--- config.mk ---
export PLATFORM = sky130hd
export DESIGN_NAME = pfr_arb_end_flat
export DESIGN_NICKNAME = d
export VERILOG_FILES = /design/src/design/pfr_pkg.sv /design/src/design/pfr_link_if.sv /design/src/design/pfr_arb_end.sv /design/src/flat_wrapper.sv
export SDC_FILE = /design/constraint.sdc
export NUM_CORES = 1
export LEC_CHECK = 0
export BUFFER_PORTS_ARGS = -buffer_cell sky130_fd_sc_hd__clkbuf_2
export CAP_MARGIN = 20
export CORE_ASPECT_RATIO = 0.6
export CORE_MARGIN = 4
export CORE_UTILIZATION = 45
export DETAILED_ROUTE_END_ITERATION = 10
export PLACE_DENSITY = 0.7
export SLEW_MARGIN = 30
export SYNTH_ARGS = -nofsm -noshare
export SYNTH_HDL_FRONTEND = slang
export SYNTH_SLANG_ARGS = --single-unit
--- constraint.sdc ---
create_clock -name clk -period 2.5 [get_ports clk]
set_clock_uncertainty 0.05 [all_clocks]
set_input_delay 0.125 -clock clk [delete_from_list [all_inputs] [get_ports clk]]
set_output_delay 0.125 -clock clk [all_outputs]
set_load 0.005 [all_outputs]
--- src/design/pfr_pkg.sv ---
// shared constants and types for the page-fault return path
package pfr_pkg;
   // fault codes on the two-bit field
   localparam logic [1:0] FC_NONE        = 2'h0;
   localparam logic [1:0] FC_NOT_PRESENT = 2'h1;
   localparam logic [1:0] FC_PRIVILEGE   = 2'h2;
   localparam logic [1:0] FC_WRITE_PERM  = 2'h3;
   // structure sizes
   localparam int FQ_DEPTH      = 16;  // fault response queue entries
   localparam int BUBBLE_WINDOW = 16;  // clocks the far end may take
   localparam int TAG_W         = 8;
   localparam int SLICE_W       = 2;
   localparam int CLIENT_W      = 4;
   localparam int DATA_W        = 64;
   // fault handling state, gray along run->halt->hang
   typedef enum logic [1:0] {
      PFR_RUN  = 2'b00,
      PFR_HALT = 2'b01,
      PFR_HANG = 2'b11
   } pfr_mode_t;
endpackage : pfr_pkg

--- src/design/pfr_link_if.sv ---
// link between the arbitration end and the return/l3/scheduler end
`timescale 1ns/100ps
`default_nettype none
interface pfr_link_if #(
   parameter int TW = pfr_pkg::TAG_W,
   parameter int SW = pfr_pkg::SLICE_W,
   parameter int CW = pfr_pkg::CLIENT_W,
   parameter int DW = pfr_pkg::DATA_W
);
   // main read return from the return bus interface
   logic          rbValid;
   logic [TW-1:0] rbTag;
   logic [SW-1:0] rbSlice;
   logic [CW-1:0] rbClient;
   logic [DW-1:0] rbData;
   logic          rbReady;    // buffer room at the arbitration end
   logic          bubbleReq;  // one-cycle pulse asking for an idle slot
   // read return toward l3, with fault code
   logic          retValid;
   logic [TW-1:0] retTag;
   logic [SW-1:0] retSlice;
   logic [CW-1:0] retClient;
   logic [DW-1:0] retData;
   logic [1:0]    retFault;
   logic          retReady;
   // data port write response
   logic          wrRspValid;
   logic [TW-1:0] wrRspTag;
   logic [1:0]    wrRspFault;
   // scheduler events
   logic          schedNotify;   // last fault answered
   logic          schedSwitchOk; // clean switch-out after termination
   logic          terminate;     // termination request pulse
   modport dev (
      input  rbValid, rbTag, rbSlice, rbClient, rbData, retReady, terminate,
      output rbReady, bubbleReq, retValid, retTag, retSlice, retClient, retData,
      output retFault, wrRspValid, wrRspTag, wrRspFault, schedNotify, schedSwitchOk
   );
   modport far (
      output rbValid, rbTag, rbSlice, rbClient, rbData, retReady, terminate,
      input  rbReady, bubbleReq, retValid, retTag, retSlice, retClient, retData,
      input  retFault, wrRspValid, wrRspTag, wrRspFault, schedNotify, schedSwitchOk
   );
endinterface : pfr_link_if
`default_nettype wire

--- src/design/pfr_arb_end.sv ---
// arbitration end: fault modes, fault queue, return insertion, rescheduling
`timescale 1ns/100ps
`default_nettype none
module pfr_arb_end #(
   parameter int TW    = pfr_pkg::TAG_W,
   parameter int SW    = pfr_pkg::SLICE_W,
   parameter int CW    = pfr_pkg::CLIENT_W,
   parameter int DW    = pfr_pkg::DATA_W,
   parameter int DEPTH = pfr_pkg::FQ_DEPTH
) (
   input  wire logic          clk,
   input  wire logic          rst,
   pfr_link_if.dev            link,
   input  wire logic          legacyMode,    // context runs fault-and-hang
   input  wire logic          faultHaltAll,  // force every fault to halt
   input  wire logic          legacyResume,  // ignore legacy fault, go on
   input  wire logic          walkValid,     // translation result
   input  wire logic          walkWrite,
   input  wire logic          walkDataPort,  // data port tlb path, else via l3
   input  wire logic [1:0]    walkFault,
   input  wire logic [TW-1:0] walkTag,
   input  wire logic [SW-1:0] walkSlice,
   input  wire logic [CW-1:0] walkClient,
   output logic               walkReady,
   output logic               memReqValid,   // access sent to memory
   output logic               memReqWrite,
   output logic [TW-1:0]      memReqTag,
   output logic               dpRspValid,    // data port walk response
   output logic [1:0]         dpRspFault,
   output logic               legacyIrq,     // pulse on legacy hang
   output logic               legacyHang,
   output logic               pageReqValid,  // page request queue entry
   output logic               pageReqLast,
   output logic [1:0]         pageReqFault,
   input  wire logic          pageRspValid,
   input  wire logic          pageRspLast,
   output logic               missBlock,
   input  wire logic          switchReq,     // scheduler preempt
   input  wire logic          streamOnFault, // context type, same path
   output logic               switchDone,
   output logic               ctxPending
);
   localparam int EW = TW + SW + CW + DW + 2;  // return buffer entry
   localparam int PW = $clog2(DEPTH);
   localparam int NW = $clog2(DEPTH + 1);

   pfr_pkg::pfr_mode_t mode;  // run / halt / hang
   pfr_pkg::pfr_mode_t next_mode;
   logic [TW+SW+CW+2-1:0] fq [DEPTH];  // fault entries, no data kept
   logic [PW-1:0] fqWr;               // write pointer
   logic [PW-1:0] fqRd;               // read pointer
   logic [NW-1:0] fqCnt;              // occupancy
   logic [NW-1:0] next_fqCnt;
   logic [EW-1:0] buf0;               // two-entry return buffer
   logic [EW-1:0] buf1;
   logic          bVal0;
   logic          bVal1;
   logic          next_bVal1;
   logic          room;               // registered buffer space
   logic [4:0]    bubbleTmr;          // rearm timer for bubble pulses
   logic [7:0]    pendFaults;         // halt faults awaiting response
   logic          swPend;             // switch-out waiting
   logic          termPend;           // pending switch is a termination
   logic          waitLast;           // marker sent, awaiting its answer

   // decode of the walk result
   wire accept    = walkValid & walkReady;
   wire faulted   = accept & (walkFault != pfr_pkg::FC_NONE);
   wire haltMode  = faultHaltAll | ~legacyMode;
   wire faultHalt = faulted & haltMode;
   wire faultHang = faulted & ~haltMode;
   wire fqPush    = faulted & ~walkWrite;  // faulted reads only
   // queue drains only into idle slots of the main return
   wire fqPop     = ~link.rbValid & room & (fqCnt != '0);
   wire rbTake    = link.rbValid & room;
   wire bPush     = rbTake | fqPop;
   wire bPop      = bVal0 & link.retReady;
   wire [TW+SW+CW+2-1:0] fqHead = fq[fqRd];
   // faulted return: all fields valid, data zeroed as undefined
   wire [EW-1:0] bIn = rbTake ?
      {link.rbTag, link.rbSlice, link.rbClient, link.rbData, pfr_pkg::FC_NONE} :
      {fqHead[TW+SW+CW+1:2], {DW{1'b0}}, fqHead[1:0]};
   wire rspOk     = pageRspValid & ~pageRspLast;
   wire lastOk    = pageRspValid & pageRspLast & waitLast;
   // no switch while a halt fault is unserviced
   wire swGo      = swPend & (mode != pfr_pkg::PFR_HALT) & ~faultHalt;

   // mode transitions
   always_comb begin
      next_mode = mode;
      case (mode)
         pfr_pkg::PFR_RUN: begin
            if (faultHalt)
               next_mode = pfr_pkg::PFR_HALT;  // stall on fault
            else if (faultHang)
               next_mode = pfr_pkg::PFR_HANG;
         end
         pfr_pkg::PFR_HALT: begin
            if (pageRspValid)
               next_mode = pfr_pkg::PFR_RUN;  // software serviced it
         end
         pfr_pkg::PFR_HANG: begin
            if (legacyResume)
               next_mode = pfr_pkg::PFR_RUN;
         end
         default: next_mode = pfr_pkg::PFR_RUN;
      endcase
   end

   // occupancy after this cycle
   assign next_fqCnt = fqCnt + NW'(fqPush) - NW'(fqPop);
   assign next_bVal1 = bPop ? (bVal1 & bPush) : (bVal1 | (bPush & bVal0));

   // mode and walk handshake; full queue stalls every walk
   always_ff @(posedge clk) begin
      if (rst) begin
         mode      <= pfr_pkg::PFR_RUN;
         walkReady <= 1'b0;
      end else begin
         mode      <= next_mode;
         walkReady <= (next_mode == pfr_pkg::PFR_RUN) && (next_fqCnt < NW'(DEPTH));
      end
   end

   // legacy reporting and miss blocking
   always_ff @(posedge clk) begin
      if (rst) begin
         legacyIrq  <= 1'b0;
         legacyHang <= 1'b0;
         missBlock  <= 1'b0;
      end else begin
         legacyIrq  <= faultHang;
         legacyHang <= (next_mode == pfr_pkg::PFR_HANG);
         // hits run on elsewhere; only misses are held
         missBlock  <= (next_mode == pfr_pkg::PFR_HALT);
      end
   end

   // memory issue and data port responses
   always_ff @(posedge clk) begin
      if (rst) begin
         memReqValid     <= 1'b0;
         memReqWrite     <= 1'b0;
         memReqTag       <= '0;
         dpRspValid      <= 1'b0;
         dpRspFault      <= pfr_pkg::FC_NONE;
         link.wrRspValid <= 1'b0;
         link.wrRspTag   <= '0;
         link.wrRspFault <= pfr_pkg::FC_NONE;
      end else begin
         memReqValid     <= accept & ~faulted;
         memReqWrite     <= walkWrite;
         memReqTag       <= walkTag;
         dpRspValid      <= accept & walkDataPort;
         dpRspFault      <= walkFault;
         link.wrRspValid <= accept & walkDataPort & walkWrite;
         link.wrRspTag   <= walkTag;
         link.wrRspFault <= walkFault;
      end
   end

   // fault response queue storage, one write port
   always_ff @(posedge clk) begin
      if (fqPush)
         fq[fqWr] <= {walkTag, walkSlice, walkClient, walkFault};
   end

   // queue pointers
   always_ff @(posedge clk) begin
      if (rst) begin
         fqWr  <= '0;
         fqRd  <= '0;
         fqCnt <= '0;
      end else begin
         fqWr  <= fqPush ? PW'(fqWr + 1'b1) : fqWr;
         fqRd  <= fqPop ? PW'(fqRd + 1'b1) : fqRd;
         fqCnt <= next_fqCnt;
      end
   end

   // bubble pulses while responses wait; rearm after the far window
   // interception of stolen-memory returns is not used here
   // the bubble scheme keeps faulted reads off the memory entirely
   always_ff @(posedge clk) begin
      if (rst) begin
         bubbleTmr      <= '0;
         link.bubbleReq <= 1'b0;
      end else if (bubbleTmr != '0) begin
         bubbleTmr      <= bubbleTmr - 5'h1;
         link.bubbleReq <= 1'b0;
      end else begin
         link.bubbleReq <= (fqCnt != '0);
         bubbleTmr      <= (fqCnt != '0) ? 5'(pfr_pkg::BUBBLE_WINDOW) : 5'h0;
      end
   end

   // two-entry return buffer; stall reaches the return bus via rbReady
   always_ff @(posedge clk) begin
      if (rst) begin
         bVal0 <= 1'b0;
         bVal1 <= 1'b0;
         room  <= 1'b0;
         buf0  <= '0;
         buf1  <= '0;
      end else begin
         room  <= ~next_bVal1;
         bVal1 <= next_bVal1;
         if (bPop) begin
            bVal0 <= bVal1 | bPush;
            buf0  <= bVal1 ? buf1 : bIn;
            if (bVal1 && bPush)
               buf1 <= bIn;
         end else if (bPush) begin
            bVal0 <= 1'b1;
            if (!bVal0)
               buf0 <= bIn;
            else
               buf1 <= bIn;
         end
      end
   end

   // return fields, fault code only toward l3
   assign link.rbReady   = room;
   assign link.retValid  = bVal0;
   assign {link.retTag, link.retSlice, link.retClient, link.retData, link.retFault} = buf0;

   // page requests, switch-out and rescheduling
   always_ff @(posedge clk) begin
      if (rst) begin
         pageReqValid       <= 1'b0;
         pageReqLast        <= 1'b0;
         pageReqFault       <= pfr_pkg::FC_NONE;
         pendFaults         <= '0;
         swPend             <= 1'b0;
         termPend           <= 1'b0;
         waitLast           <= 1'b0;
         switchDone         <= 1'b0;
         ctxPending         <= 1'b0;
         link.schedNotify   <= 1'b0;
         link.schedSwitchOk <= 1'b0;
      end else begin
         pageReqValid       <= faultHalt | (swGo & (pendFaults != '0));
         pageReqLast        <= ~faultHalt;
         pageReqFault       <= walkFault;
         switchDone         <= swGo;
         link.schedNotify   <= lastOk;
         link.schedSwitchOk <= swGo & termPend & (pendFaults == '0);
         // intermediate answers ignored while the marker waits
         if (lastOk)
            pendFaults <= '0;
         else if (faultHalt)
            pendFaults <= pendFaults + 8'h1;
         else if (rspOk && !waitLast && pendFaults != '0)
            pendFaults <= pendFaults - 8'h1;
         // termination and preempt latch; set wins over completion
         if (swGo) begin
            swPend   <= link.terminate | switchReq;
            termPend <= link.terminate;
         end else if (link.terminate || switchReq) begin
            swPend   <= 1'b1;
            termPend <= termPend | link.terminate;
         end
         // stream-on-fault contexts follow the same marker path
         if (swGo && pendFaults != '0) begin
            waitLast   <= 1'b1;
            ctxPending <= 1'b1;
         end else if (lastOk) begin
            waitLast   <= 1'b0;
            ctxPending <= 1'b0;
         end
      end
   end

   // stream-on-fault needs no separate handling in this path
   wire unusedStream = streamOnFault;
endmodule : pfr_arb_end
`default_nettype wire

--- src/flat_wrapper.sv ---
// flat-port wrapper written by rule: the top's interface ports become plain ports
module pfr_arb_end_flat 
#(
   parameter int TW    = pfr_pkg::TAG_W,
   parameter int SW    = pfr_pkg::SLICE_W,
   parameter int CW    = pfr_pkg::CLIENT_W,
   parameter int DW    = pfr_pkg::DATA_W,
   parameter int DEPTH = pfr_pkg::FQ_DEPTH
)
  (clk, rst, legacyMode, faultHaltAll, legacyResume, walkValid, walkWrite, walkDataPort, walkFault, walkTag, walkSlice, walkClient, walkReady, memReqValid, memReqWrite, memReqTag, dpRspValid, dpRspFault, legacyIrq, legacyHang, pageReqValid, pageReqLast, pageReqFault, pageRspValid, pageRspLast, missBlock, switchReq, streamOnFault, switchDone, ctxPending, link_rbValid, link_rbTag, link_rbSlice, link_rbClient, link_rbData, link_retReady, link_terminate, link_rbReady, link_bubbleReq, link_retValid, link_retTag, link_retSlice, link_retClient, link_retData, link_retFault, link_wrRspValid, link_wrRspTag, link_wrRspFault, link_schedNotify, link_schedSwitchOk);
  pfr_link_if #(.TW(TW), .SW(SW), .CW(CW), .DW(DW)) link_i ();
  input  wire logic clk;
  input  wire logic rst;
  input  wire logic legacyMode;
  input  wire logic faultHaltAll;
  input  wire logic legacyResume;
  input  wire logic walkValid;
  input  wire logic walkWrite;
  input  wire logic walkDataPort;
  input  wire logic [1:0] walkFault;
  input  wire logic [TW-1:0] walkTag;
  input  wire logic [SW-1:0] walkSlice;
  input  wire logic [CW-1:0] walkClient;
  output logic walkReady;
  output logic memReqValid;
  output logic memReqWrite;
  output logic [TW-1:0] memReqTag;
  output logic dpRspValid;
  output logic [1:0] dpRspFault;
  output logic legacyIrq;
  output logic legacyHang;
  output logic pageReqValid;
  output logic pageReqLast;
  output logic [1:0] pageReqFault;
  input  wire logic pageRspValid;
  input  wire logic pageRspLast;
  output logic missBlock;
  input  wire logic switchReq;
  input  wire logic streamOnFault;
  output logic switchDone;
  output logic ctxPending;
  input wire logic [$bits(link_i.rbValid)-1:0] link_rbValid;
  input wire logic [$bits(link_i.rbTag)-1:0] link_rbTag;
  input wire logic [$bits(link_i.rbSlice)-1:0] link_rbSlice;
  input wire logic [$bits(link_i.rbClient)-1:0] link_rbClient;
  input wire logic [$bits(link_i.rbData)-1:0] link_rbData;
  input wire logic [$bits(link_i.retReady)-1:0] link_retReady;
  input wire logic [$bits(link_i.terminate)-1:0] link_terminate;
  output wire logic [$bits(link_i.rbReady)-1:0] link_rbReady;
  output wire logic [$bits(link_i.bubbleReq)-1:0] link_bubbleReq;
  output wire logic [$bits(link_i.retValid)-1:0] link_retValid;
  output wire logic [$bits(link_i.retTag)-1:0] link_retTag;
  output wire logic [$bits(link_i.retSlice)-1:0] link_retSlice;
  output wire logic [$bits(link_i.retClient)-1:0] link_retClient;
  output wire logic [$bits(link_i.retData)-1:0] link_retData;
  output wire logic [$bits(link_i.retFault)-1:0] link_retFault;
  output wire logic [$bits(link_i.wrRspValid)-1:0] link_wrRspValid;
  output wire logic [$bits(link_i.wrRspTag)-1:0] link_wrRspTag;
  output wire logic [$bits(link_i.wrRspFault)-1:0] link_wrRspFault;
  output wire logic [$bits(link_i.schedNotify)-1:0] link_schedNotify;
  output wire logic [$bits(link_i.schedSwitchOk)-1:0] link_schedSwitchOk;
  assign link_i.rbValid = link_rbValid;
  assign link_i.rbTag = link_rbTag;
  assign link_i.rbSlice = link_rbSlice;
  assign link_i.rbClient = link_rbClient;
  assign link_i.rbData = link_rbData;
  assign link_i.retReady = link_retReady;
  assign link_i.terminate = link_terminate;
  assign link_rbReady = link_i.rbReady;
  assign link_bubbleReq = link_i.bubbleReq;
  assign link_retValid = link_i.retValid;
  assign link_retTag = link_i.retTag;
  assign link_retSlice = link_i.retSlice;
  assign link_retClient = link_i.retClient;
  assign link_retData = link_i.retData;
  assign link_retFault = link_i.retFault;
  assign link_wrRspValid = link_i.wrRspValid;
  assign link_wrRspTag = link_i.wrRspTag;
  assign link_wrRspFault = link_i.wrRspFault;
  assign link_schedNotify = link_i.schedNotify;
  assign link_schedSwitchOk = link_i.schedSwitchOk;
  pfr_arb_end #(.TW(TW), .SW(SW), .CW(CW), .DW(DW), .DEPTH(DEPTH)) u_core (.clk(clk), .rst(rst), .link(link_i), .legacyMode(legacyMode), .faultHaltAll(faultHaltAll), .legacyResume(legacyResume), .walkValid(walkValid), .walkWrite(walkWrite), .walkDataPort(walkDataPort), .walkFault(walkFault), .walkTag(walkTag), .walkSlice(walkSlice), .walkClient(walkClient), .walkReady(walkReady), .memReqValid(memReqValid), .memReqWrite(memReqWrite), .memReqTag(memReqTag), .dpRspValid(dpRspValid), .dpRspFault(dpRspFault), .legacyIrq(legacyIrq), .legacyHang(legacyHang), .pageReqValid(pageReqValid), .pageReqLast(pageReqLast), .pageReqFault(pageReqFault), .pageRspValid(pageRspValid), .pageRspLast(pageRspLast), .missBlock(missBlock), .switchReq(switchReq), .streamOnFault(streamOnFault), .switchDone(switchDone), .ctxPending(ctxPending));
endmodule
==> reports/metrics.cfg <==
[power_and_ir_drop]
power_density_nw_per_um2=838
clkPwrFrac_pct=33.0
p_seq_share_pct=45.8
power_switching_share_pct=28.4
power_frac_comb_pct=21.2
ir_worst_vdd_mv=0.509
cellLeakagePower_nw=8.57
switchingPower_w=0.00572
p_int_w=0.0144
total_power_w=0.0201

[global_route]
grt_max_degree=92
grt_pass1_vias=13800
antenna_found_initial=2
grt-ovfl-total=0
grt_pass1_wl_um=78400
grt_usage_pct=20.8

[placement]
dp.final_hpwl_um=30800
gp_congestion=0.802
placement.io_buffers=226

[clock_network]
clk_pin_slew_ns=0.06
htree_levels=2
root_buffer=clkbuf_16
cts_inserted_buffers=45
cts_tree=built
clockBufferDepth=3
insertion_delay_ns=0.57
numClockSinks=478

[worst_setup_path]
critPathRequiredTime_ns=2.95
cp-end-kind=register
crit_arrival_ns=2.96
cpMaxStageDelayCell=fa_2
critPathMostFrequentCell=inv_2
crit_type=reg -> reg
startpoint_type=register
critPathMaxStageDelay_ns=0.39
crit_chain=inv_2 > ha_4 > nor4b_4 > nor3b_2 > ha_1 > inv_1 > ha_2 > inv_2 > fa_2 > inv_2 > a21oi_2 > o21bai_1 > xnor2_1 > and2_1
cp_max_fo=2

[floorplanning]
rows=58
die_area_um2=46900
pin_count=228
initial_utilization_pct=46.1
die_x_um=277
fp.coreArea_um2=42400
fp.dieH_um=169

[synth]
yosysWarnings=0
avgSynthCellArea_um2=12.4
ys_async_sr_fraction_pct=0
netlist_area_um2=19500
synthDistinctLibCells=61
yosysSeqAreaShare_pct=62.1
yosysTopAreaCellShare_pct=39.4
synth-edff-count=256
synth_top_area_cell=edfxtp_1
syn_nets=1710
synth-seq-cells=478
synthCells=1580
synth_top_flop_cell=edfxtp_1
synth_area_leaders=edfxtp_1, dfxtp_1, mux2i_1

[routing]
vias=14000
wl_um=50600
drtIter0Drc=1352
ant_nets=0
avgRoutedWirePerCell_um=20.2
dr.pass1.iters=5
drc=0
vias_per_cell=5.61

[finish]
fillers=3488
nets=2022
drive_gt1_share_pct=23.6
syn_to_final_growth_pct=23.1
multiInputGateArea_um2=6700
final-seq-area_um2=12100

[timing]
fmax_mhz=397
maxSlewViolCount=0
slew_headroom_pct=57.7
rsz0062_at_grt=true
setup_slack_ns=-0.0160
period_needed_ns=2.52
finalHoldViolCount=0
whs_ns=0.0752
setup_viol=1
final.period_utilization_pct=101
tightest_slew_ns=0.632

[outcome]
violations=setup timing
status=complete, but fails checks

[run]
drv_cap=0

[min_path]
hold_class=in -> reg

-- layout by cell type, fill, tap and decap left out, types with 16 or more instances in the layout --
| master | synthesis | final |
|---|---|---|
| a21oi_1 | 46 | 45 |
| mux2i_1 | 123 | 123 |
| a21o_1 | 16 | 16 |
| nand2_1 | 99 | 99 |
| clkbuf_16 | 0 | 45 |
| inv_1 | 33 | 28 |
| nor3_1 | 23 | 19 |
| a32oi_1 | 64 | 64 |
| dfxtp_1 | 222 | 219 |
| buf_4 | 24 | 42 |
| clkbuf_2 | 1 | 225 |
| nor2_1 | 225 | 224 |
| a311oi_2 | 60 | 60 |
| edfxtp_1 | 256 | 256 |
| dlygate4sd3_1 | 0 | 108 |
| nand3_1 | 69 | 68 |
| a22oi_1 | 56 | 56 |
| ha_1 | 19 | 17 |
| buf_12 | 0 | 19 |
-- layer usage --
metal	track usage (%)	vias up	wire length [µm]
met3	3.67	85	3370
met4	6.93	0	1580
li1	-	6513	-
met1	29.5	6930	22700
met5	0	-	0
met2	32.7	508	23000
-- cell usage after synthesis (all sizes together), types with 3 or more instances --
library cell,count
edfxtp,256
nor2,226
dfxtp,222
mux2i,123
nand2,100
nand3,69
clkbuf,66
a311oi,64
a32oi,64
buf,64
a22oi,56
a21oi,47
inv,33
nor3,23
ha,19
nor2b,17
a21o,16
o31ai,15
a32o,14
xor2,10
mux4,8
o21ai,8
xnor2,8
and2,5
nand2b,5
nor3b,4
and3,3
or4,3
-- logic make-up after synthesis --
group,synth area share (%)
AO/OA/AOI/OAI,14.0
XOR/XNOR,0.808
adder cells (fa/ha/maj),1.42
AND/OR/NAND/NOR,10.3
buffers and inverters,4.10
multiplexers,7.23
flip-flops,62.1
-- critical path, delay by kind of cell (launching register included) --
kind            cells  cell delay [ns]
flops               1             0.34
fa+ha+maj           4             0.97
simple gates        3             0.51
compound gates      2             0.21
xor+xnor            1             0.17
buf+inv             4             0.21
-- cell type report --
type                       instances  area share, %
tap                              570           2.97
clock inverter                    21          0.661
multi-input combinational        938           27.9
antenna                            2         0.0208
inverter                          34          0.531
clock buffer                      63           5.30
sequential                       478           50.5
timing repair buffer             395           12.1
-- flip-flops by register name, summed over array words and instances, names as in the netlist, 2 cells and up, named ones only --
register,flops
u_core.fqWr,4
u_core.fqCnt,5
u_core.pendFaults,8
u_core.fq,256
u_core.memReqTag,8
u_core.buf1,80
u_core.fqRd,4
u_core.mode,2
u_core.buf0,80
u_core.bubbleTmr,5
u_core.dpRspFault,2
-- path summary, 6_finish.rpt --
kind,from,endpoint,slack (ns),depth (start not counted)
worst min register to register,u_core.bubbleTmr[0],u_core.bubbleTmr[0],0.39,1
worst max-delay path,u_core.fqCnt[3],u_core.fqCnt[4],-0.02,14
worst min-delay path,link_rbSlice[1],u_core.buf0[71],0.08,4
worst max register to register,u_core.fqCnt[3],u_core.fqCnt[4],-0.02,14
-- stage by stage --
stage | setup slack, ns | util, % | cell area, µm² | TNS [ns] | cells
after global placement | 0.0437 | 50.7 | 21500 | 0 | 2304
final | -0.0160 | 56.7 | 24000 | -0.0160 | 2501
after CTS | 0.000460 | 56.6 | 24000 | 0 | 2496
after global routing | -0.198 | 56.7 | 24000 | -0.371 | 2501
after floorplan | -0.0115 | - | 19600 | -0.0115 | 1580
after detailed placement | -0.0184 | 50.7 | 21500 | -0.0336 | 2304
-- timing repair --
action	CTS	global route
pin swaps	3	6
endpoints found under the setup margin	2	3
gates resized for setup	0	5
cloned	0	0
endpoints found under the hold margin	445	0
setup buffers	0	3
hold buffers	108	0
-- power by group through the flow --
stage               sequential, W  combinational [W]  clock, W
floorplan                 0.00932            0.00274         0
global placement          0.00936            0.00397         0
detailed placement        0.00938            0.00406         0
CTS                       0.00922            0.00422   0.00680
global route              0.00928            0.00468   0.00714
finish                    0.00922            0.00426   0.00665
Power figures use the tool's default switching activity.
